### src/apsp_consts.svh
// Constants for the addressable parallel slave port.
// Assumes inclusion by bare name from the port's design files.
`ifndef APSP_CONSTS_SVH
`define APSP_CONSTS_SVH
`define APSP_CTL_ON 15
`define APSP_CTL_CSP 3
`define APSP_CTL_WRITE_STROBE_POLARITY 1
`define APSP_CTL_READ_STROBE_POLARITY 0
`define APSP_MODE_IRQ_HI 14
`define APSP_MODE_IRQ_LO 13
`define APSP_MODE_SEL_HI 9
`define APSP_MODE_SEL_LO 8
`define APSP_MODE_ADDRESSED 2'h0
`define APSP_LAST_BYTE 2'h3
`define APSP_BYTES 4
`define APSP_OUT_EMPTY_RST 4'hF
`define APSP_IN_FULL_RST 4'h0
`endif

### src/apsp_pkg.sv
// Types for the addressable parallel slave port.
// Assumes apsp_consts.svh is compiled alongside.
package apsp_pkg;
    typedef enum logic [1:0] {
        APSP_IRQ_NONE = 2'h0,
        APSP_IRQ_EVERY = 2'h1,
        APSP_IRQ_LAST = 2'h2,
        APSP_IRQ_RSVD = 2'h3
    } apsp_irq_mode_t;
    typedef enum logic [1:0] {
        APSP_IDLE = 2'h0,
        APSP_RD = 2'h1,
        APSP_WR = 2'h2
    } apsp_state_t;
endpackage

### src/apsp_port.sv
// Addressable buffered 8-bit parallel slave port.
// Assumes external strobes are asynchronous to clock and held for at least
// three clock periods; software reaches control and buffers through plain ports.
`include "apsp_consts.svh"

module apsp_port (
    // Clock and reset
    input wire logic clock,
    input wire logic arst_n,
    // Configuration
    input wire logic [15:0] port_control_reg,
    input wire logic [15:0] port_mode_reg,
    input wire logic port_irq_enable,
    // Software side: output byte loads
    input wire logic sw_out_load,
    input wire logic [1:0] sw_out_sel,
    input wire logic [7:0] sw_out_data,
    // Software side: input byte reads, through a two-entry buffer
    input wire logic sw_in_req,
    input wire logic [1:0] sw_in_sel,
    output logic sw_in_req_ready,
    output logic sw_in_valid,
    input wire logic sw_in_ready,
    output logic [7:0] sw_in_data,
    // Software side: interrupt flag clear
    input wire logic port_irq_clear,
    // Status
    output logic [3:0] per_buffer_out_empty,
    output logic all_out_empty,
    output logic out_underflow,
    output logic [3:0] per_buffer_in_full,
    output logic all_in_full,
    output logic in_overflow,
    output logic port_irq_flag,
    output logic port_irq,
    output logic [31:0] output_buffer_reg,
    output logic [31:0] input_buffer_reg,
    // External parallel pins
    input wire logic chip_select_pin,
    input wire logic read_strobe_pin,
    input wire logic write_strobe_pin,
    input wire logic [1:0] slave_byte_select,
    input wire logic [7:0] port_data_lines_in,
    output logic [7:0] port_data_lines_out,
    output logic port_data_lines_oe_n
);

    // ****************************************
    // Configuration decode
    // ****************************************
    logic port_on;
    logic addressed_mode;
    apsp_pkg::apsp_irq_mode_t irq_mode_field;
    assign port_on = port_control_reg[`APSP_CTL_ON];
    assign addressed_mode = (port_mode_reg[`APSP_MODE_SEL_HI:`APSP_MODE_SEL_LO]
        == `APSP_MODE_ADDRESSED);
    assign irq_mode_field = apsp_pkg::apsp_irq_mode_t'(
        port_mode_reg[`APSP_MODE_IRQ_HI:`APSP_MODE_IRQ_LO]);
    logic active;
    assign active = port_on && addressed_mode;

    // ****************************************
    // Pin synchronisers
    // ****************************************
    // Polarity applied before the first flop; a polarity change while
    // enabled may show as a strobe, hence configure while disabled.
    logic [2:0] cs_sync_q, rd_sync_q, wr_sync_q;
    logic [1:0] addr_s1_q, addr_s2_q;
    logic [7:0] din_s1_q, din_s2_q;
    logic cs_q, rd_q, wr_q;
    logic cs_pin_act, rd_pin_act, wr_pin_act;
    assign cs_pin_act = chip_select_pin ~^ port_control_reg[`APSP_CTL_CSP];
    assign rd_pin_act = read_strobe_pin ~^ port_control_reg[`APSP_CTL_READ_STROBE_POLARITY];
    assign wr_pin_act = write_strobe_pin ~^ port_control_reg[`APSP_CTL_WRITE_STROBE_POLARITY];

    always_ff @(posedge clock or negedge arst_n) begin
        if (!arst_n) begin
            cs_sync_q <= 3'h0;
            rd_sync_q <= 3'h0;
            wr_sync_q <= 3'h0;
        end else begin
            cs_sync_q <= {cs_sync_q[1:0], cs_pin_act};
            rd_sync_q <= {rd_sync_q[1:0], rd_pin_act};
            wr_sync_q <= {wr_sync_q[1:0], wr_pin_act};
        end
    end

    // A level counts once stages two and three agree
    always_ff @(posedge clock or negedge arst_n) begin
        if (!arst_n) begin
            cs_q <= 1'b0;
            rd_q <= 1'b0;
            wr_q <= 1'b0;
        end else begin
            if (cs_sync_q[1] == cs_sync_q[2]) begin
                cs_q <= cs_sync_q[2];
            end
            if (rd_sync_q[1] == rd_sync_q[2]) begin
                rd_q <= rd_sync_q[2];
            end
            if (wr_sync_q[1] == wr_sync_q[2]) begin
                wr_q <= wr_sync_q[2];
            end
        end
    end

    // Address and data are stable while a strobe is held
    always_ff @(posedge clock or negedge arst_n) begin
        if (!arst_n) begin
            addr_s1_q <= 2'h0;
            addr_s2_q <= 2'h0;
            din_s1_q <= 8'h00;
            din_s2_q <= 8'h00;
        end else begin
            addr_s1_q <= slave_byte_select;
            addr_s2_q <= addr_s1_q;
            din_s1_q <= port_data_lines_in;
            din_s2_q <= din_s1_q;
        end
    end

    // ****************************************
    // Strobe sequencing
    // ****************************************
    apsp_pkg::apsp_state_t state_q;
    logic rd_evt, wr_evt;
    always_ff @(posedge clock or negedge arst_n) begin
        if (!arst_n) begin
            state_q <= apsp_pkg::APSP_IDLE;
        end else begin
            case (state_q)
                apsp_pkg::APSP_IDLE: begin
                    if (active && cs_q && rd_q) begin
                        state_q <= apsp_pkg::APSP_RD;
                    end else if (active && cs_q && wr_q) begin
                        state_q <= apsp_pkg::APSP_WR;
                    end
                end
                apsp_pkg::APSP_RD: begin
                    if (!rd_q || !cs_q) begin
                        state_q <= apsp_pkg::APSP_IDLE;
                    end
                end
                apsp_pkg::APSP_WR: begin
                    if (!wr_q || !cs_q) begin
                        state_q <= apsp_pkg::APSP_IDLE;
                    end
                end
                default: begin
                    state_q <= apsp_pkg::APSP_IDLE;
                end
            endcase
        end
    end
    // One pulse at the active edge of each strobe
    assign rd_evt = (state_q == apsp_pkg::APSP_IDLE) && active && cs_q && rd_q;
    assign wr_evt = (state_q == apsp_pkg::APSP_IDLE) && active && cs_q && wr_q
        && !rd_q;

    function automatic logic [3:0] apsp_onehot(input logic [1:0] sel);
        apsp_onehot = 4'h1 << sel;
    endfunction

    // ****************************************
    // Output buffers
    // ****************************************
    logic [7:0] out_mem_q [`APSP_BYTES];
    logic [3:0] out_empty_q;
    logic [3:0] rd_hit, ld_hit;
    assign rd_hit = rd_evt ? apsp_onehot(addr_s2_q) : 4'h0;
    assign ld_hit = sw_out_load ? apsp_onehot(sw_out_sel) : 4'h0;

    always_ff @(posedge clock or negedge arst_n) begin
        if (!arst_n) begin
            for (int i = 0; i < `APSP_BYTES; i++) begin
                out_mem_q[i] <= 8'h00;
            end
        end else if (sw_out_load) begin
            out_mem_q[sw_out_sel] <= sw_out_data;
        end
    end

    // Bus read wins over a load in the same cycle
    always_ff @(posedge clock or negedge arst_n) begin
        if (!arst_n) begin
            out_empty_q <= `APSP_OUT_EMPTY_RST;
        end else begin
            out_empty_q <= (out_empty_q & ~ld_hit) | rd_hit;
        end
    end

    always_ff @(posedge clock or negedge arst_n) begin
        if (!arst_n) begin
            out_underflow <= 1'b0;
        end else begin
            out_underflow <= |(rd_hit & out_empty_q);
        end
    end

    // Pins are driven from the raw pin levels, the byte one register late, so the master sees data
    // without waiting for the synchroniser.
    logic [7:0] drive_q;
    always_ff @(posedge clock or negedge arst_n) begin
        if (!arst_n) begin
            drive_q <= 8'h00;
        end else begin
            drive_q <= out_mem_q[slave_byte_select];
        end
    end
    assign port_data_lines_out = drive_q;
    assign port_data_lines_oe_n = !(active && cs_pin_act && rd_pin_act);

    // ****************************************
    // Input buffers
    // ****************************************
    logic [7:0] in_mem_q [`APSP_BYTES];
    logic [3:0] in_full_q;
    logic [3:0] wr_hit, clr_hit;
    logic pop;
    assign wr_hit = wr_evt ? apsp_onehot(addr_s2_q) : 4'h0;
    assign clr_hit = pop ? apsp_onehot(sw_in_sel) : 4'h0;

    always_ff @(posedge clock or negedge arst_n) begin
        if (!arst_n) begin
            for (int i = 0; i < `APSP_BYTES; i++) begin
                in_mem_q[i] <= 8'h00;
            end
        end else if (wr_evt && !in_full_q[addr_s2_q]) begin
            in_mem_q[addr_s2_q] <= din_s2_q;
        end
    end

    // Bus write wins over a software read in the same cycle
    always_ff @(posedge clock or negedge arst_n) begin
        if (!arst_n) begin
            in_full_q <= `APSP_IN_FULL_RST;
        end else begin
            in_full_q <= (in_full_q & ~clr_hit) | wr_hit;
        end
    end

    always_ff @(posedge clock or negedge arst_n) begin
        if (!arst_n) begin
            in_overflow <= 1'b0;
        end else begin
            in_overflow <= |(wr_hit & in_full_q);
        end
    end

    // ****************************************
    // Two-entry buffer for software reads
    // ****************************************
    logic [7:0] fifo_q [2];
    logic wp_q, rp_q;
    logic [1:0] cnt_q;
    logic push_out;
    assign sw_in_req_ready = (cnt_q != 2'h2);
    assign pop = sw_in_req && sw_in_req_ready;
    assign sw_in_valid = (cnt_q != 2'h0);
    assign push_out = sw_in_valid && sw_in_ready;
    assign sw_in_data = fifo_q[rp_q];

    always_ff @(posedge clock or negedge arst_n) begin
        if (!arst_n) begin
            fifo_q[0] <= 8'h00;
            fifo_q[1] <= 8'h00;
            wp_q <= 1'b0;
        end else if (pop) begin
            fifo_q[wp_q] <= in_mem_q[sw_in_sel];
            wp_q <= !wp_q;
        end
    end

    always_ff @(posedge clock or negedge arst_n) begin
        if (!arst_n) begin
            rp_q <= 1'b0;
            cnt_q <= 2'h0;
        end else begin
            if (push_out) begin
                rp_q <= !rp_q;
            end
            cnt_q <= cnt_q + {1'b0, pop} - {1'b0, push_out};
        end
    end

    // ****************************************
    // Interrupt flag
    // ****************************************
    logic strobe_evt, irq_cause;
    assign strobe_evt = rd_evt || wr_evt;
    always_comb begin
        case (irq_mode_field)
            apsp_pkg::APSP_IRQ_EVERY: irq_cause = strobe_evt;
            apsp_pkg::APSP_IRQ_LAST: irq_cause = strobe_evt
                && (addr_s2_q == `APSP_LAST_BYTE);
            default: irq_cause = 1'b0;
        endcase
    end

    // Set wins over a clear arriving in the same cycle
    always_ff @(posedge clock or negedge arst_n) begin
        if (!arst_n) begin
            port_irq_flag <= 1'b0;
        end else if (irq_cause) begin
            port_irq_flag <= 1'b1;
        end else if (port_irq_clear) begin
            port_irq_flag <= 1'b0;
        end
    end
    assign port_irq = port_irq_flag && port_irq_enable;

    // ****************************************
    // Status outputs
    // ****************************************
    assign per_buffer_out_empty = out_empty_q;
    assign per_buffer_in_full = in_full_q;
    assign all_out_empty = &out_empty_q;
    assign all_in_full = &in_full_q;
    assign output_buffer_reg = {out_mem_q[3], out_mem_q[2], out_mem_q[1], out_mem_q[0]};
    assign input_buffer_reg = {in_mem_q[3], in_mem_q[2], in_mem_q[1], in_mem_q[0]};

endmodule

### config.mk
export PLATFORM = sky130hd
export DESIGN_NAME = apsp_port
export DESIGN_NICKNAME = d
export VERILOG_FILES = /design/src/apsp_pkg.sv /design/src/apsp_port.sv
export VERILOG_INCLUDE_DIRS = /design/src /design/src/src
export SDC_FILE = /design/constraint.sdc
export NUM_CORES = 1
export LEC_CHECK = 0
export BUFFER_PORTS_ARGS = -buffer_cell sky130_fd_sc_hd__buf_2
export CAP_MARGIN = 30
export CORE_UTILIZATION = 51
export DETAILED_ROUTE_END_ITERATION = 6
export PLACE_DENSITY_LB_ADDON = 0.2
export SKIP_CTS_REPAIR_TIMING = 1
export SYNTH_ARGS = -nofsm -noshare
export SYNTH_HDL_FRONTEND = slang
export SYNTH_SLANG_ARGS = --single-unit
### constraint.sdc
create_clock -name clock -period 2.36 [get_ports clock]
set_clock_uncertainty 0.2 [all_clocks]
set_input_delay 0.472 -clock clock [delete_from_list [all_inputs] [get_ports clock]]
set_output_delay 0.472 -clock clock [all_outputs]
set_load 0.02 [all_outputs]
==> impl_metrics.env <==
export IMPL_outcome="completed"
export IMPL_dp_slack_ns=0.147
export IMPL_yosys_most_used_dff="dfrtp_1"
export IMPL_synth_area_leaders="dfrtp_1, mux2_2, mux4_2, mux2_4, dfstp_2"
export IMPL_antenna_found_initial=0
export IMPL_diodes=0
export IMPL_pin_count=161
export IMPL_track_usage=0.227
export IMPL_layout_min_cycle_time_ns=2.24
export IMPL_p_seq_frac=0.407
export IMPL_grt_max_degree=56
export IMPL_ys_seq_area_frac=0.625
export IMPL_clock_latency_ns=0.51
export IMPL_clkPwrFrac=0.373
export IMPL_cts_buffers=17
export IMPL_relSlewSlack=0.604
export IMPL_rr_worst_depth=4
export IMPL_drtPass1Iterations=4
export IMPL_fillCellCount=740
export IMPL_dieHeight_um=106
export IMPL_maxCapViolations=0
export IMPL_switchingPower_mw=2.13
export IMPL_grt_ovfl_total=0
export IMPL_synth_edff_count=0
export IMPL_nets=569
export IMPL_htreeDepth=4
export IMPL_syn_nets=398
export IMPL_worstPathArrival_ns=1.57
export IMPL_port_buffer_count=136
export IMPL_drc=0
export IMPL_yosys_warnings=0
export IMPL_synth_largest_area_cell="dfrtp_1"
export IMPL_min_path_type="primary input to register"
export IMPL_start_kind="register"
export IMPL_worstSetupEndpointType="output pin"
export IMPL_worst_slew_pin_slew_ns=0.592
export IMPL_design_area_sq_mm=0.00719
export IMPL_ant_nets=0
export IMPL_coreArea_sq_mm=0.0104
export IMPL_synthesis_area_sq_mm=0.00549
export IMPL_async_flop_share=1.00
export IMPL_netlist_area_leader_share=0.606
export IMPL_fin_crit_sh=0.951
export IMPL_viasPerCell=5.32
export IMPL_path_clk_slew_ns=0.06
export IMPL_grt_pass1_wl_um=18800
export IMPL_setup_viol=0
export IMPL_layout_commonest_cell="buf_2"
export IMPL_worst_slack_ns=0.116
export IMPL_die_x_um=106
export IMPL_hold_depth=1
export IMPL_routed_wl_um=11800
export IMPL_p_sw_frac=0.283
export IMPL_cts_root_buf="clkbuf_8"
export IMPL_dieArea_sq_mm=0.0112
export IMPL_synthCells=330
export IMPL_worst_path_largest_cell_delay_ns=0.51
export IMPL_layout_common_cells="buf_2, dfrtp_1, mux2_2, mux4_2, clkbuf_16"
export IMPL_crit_required_ns=1.69
export IMPL_place_gp_congestion=0.756
export IMPL_place_area_sq_mm=0.00640
export IMPL_yosysUniqueCellTypes=43
export IMPL_vias=3451
export IMPL_initial_core_util=0.530
export IMPL_p_int_mw=5.41
export IMPL_num_rows=37
export IMPL_dp_hpwl_um=7890
export IMPL_worst_hold_slack_ns=0.0359
export IMPL_crit_path_cell_trace="mux2_2 > buf_2"
export IMPL_cts_sinks=137
export IMPL_drt_wirelength_per_cell_um=18.2
export IMPL_final_util=0.693
export IMPL_clockBufferDepth=2
export IMPL_worst_path_max_delay_cell="dfrtp_2"
export IMPL_p_per_area_mw_per_mm2=1050
export IMPL_cts_tree="yes"
export IMPL_synth_avg_cell_area_sq_um=16.6
export IMPL_cp_max_fo=9
export IMPL_synthToLayoutAreaGrowth_pct=30.9
export IMPL_path_class="register to output pin"
export IMPL_ys_ff_latch=137
export IMPL_drv_slew=0
export IMPL_p_leak_nw=3.57
export IMPL_setup_tns_ns=0
export IMPL_combPwrFrac=0.220
export IMPL_max_freq_ghz=0.446
export IMPL_drtIter0Drc=122
export IMPL_hold_viol_final=0
export IMPL_worst_ir_drop_vdd_v=0.000545
export IMPL_grt_setup_unrepaired="false"
export IMPL_grt_pass1_vias=3625
export IMPL_layout_drive_gt1_share=0.579
[power groups by stage]
stage / clock network [mW] / logic, mW / registers, mW
after global placement: 0 / 1.60 / 3.08
after detailed placement: 0 / 1.64 / 3.10
final: 2.82 / 1.66 / 3.07
after global routing: 2.97 / 1.78 / 3.12
after floorplan: 0 / 0.826 / 3.30
after CTS: 2.86 / 1.66 / 3.07
[per-stage QoR]
step | total power, mW | cells
2_1_floorplan | 4.12 | 330
3_3_place_gp | 4.68 | 603
3_5_place_dp | 4.74 | 603
4_1_cts | 7.58 | 634
5_1_grt | 7.87 | 649
6_report | 7.54 | 649
[cell usage after synthesis (2+ instances only)]
master     instances
o2bb2ai_1          2
dfrtp_1          133
buf_2              3
nor2b_1            2
maj3_1             3
xor2_1             2
and2_1             2
mux2_2            80
mux4_2            18
nor4bb_1           2
nor2_1             5
clkbuf_1           2
nor3b_1            3
nand3_1            3
o31ai_1            3
ha_1               4
inv_1             10
mux2_4             8
o21ai_0            2
nand3_2            3
nand3b_1           2
nand4_1            2
dfstp_2            4
xnor2_1            5
buf_6              2
nand2_1            5
buf_1              2
o41ai_1            2
and4_1             2
[layer usage]
metal	wire (um)	track usage
met1	5210	0.300
met4	110	0.0813
met2	6090	0.367
met5	0	0
met3	380	0.0557
[final cells by class]
| cell class | count | area (sq um) | area share |
|---|---|---|---|
| Clock buffer | 19 | 442 | 0.0614 |
| Sequential cell | 137 | 3430 | 0.478 |
| Timing Repair Buffer | 161 | 937 | 0.130 |
| Inverter | 10 | 37.5 | 0.00522 |
| Clock inverter | 12 | 196 | 0.0273 |
| Multi-Input combinational cell | 174 | 1970 | 0.274 |
| Tap cell | 136 | 170 | 0.0237 |
[kinds of logic after synthesis]
| family | share of synthesized area |
|---|---|
| DFF | 0.625 |
| muxes | 0.260 |
| and+or+nand+nor | 0.0560 |
| buffers and inverters | 0.0164 |
| AOI/OAI and AO/OA | 0.0169 |
| xor gates and xnor gates | 0.0112 |
| adders and majority gates | 0.0146 |
[worst max-delay path, delay by kind of cell (launching register included)]
family | cells | cell delay (ns)
multiplexers | 1 | 0.39
buffers and inverters | 1 | 0.16
flip-flops | 1 | 0.51
[worst paths after layout]
kind / start / to / slack (ns)
max: rp_q / sw_in_data[3] / 0.12
min: slave_byte_select[1] / addr_s1_q[1] / 0.04
max reg2reg: rd_q / input_buffer_reg[7] / 0.25
min reg2reg: din_s1_q[6] / din_s2_q[6] / 0.15
max in group asynchronous: arst_n / output_buffer_reg[6] / 1.04
min in group asynchronous: arst_n / input_buffer_reg[0] / 0.30
No activity file was read; power rests on OpenSTA's default activity.
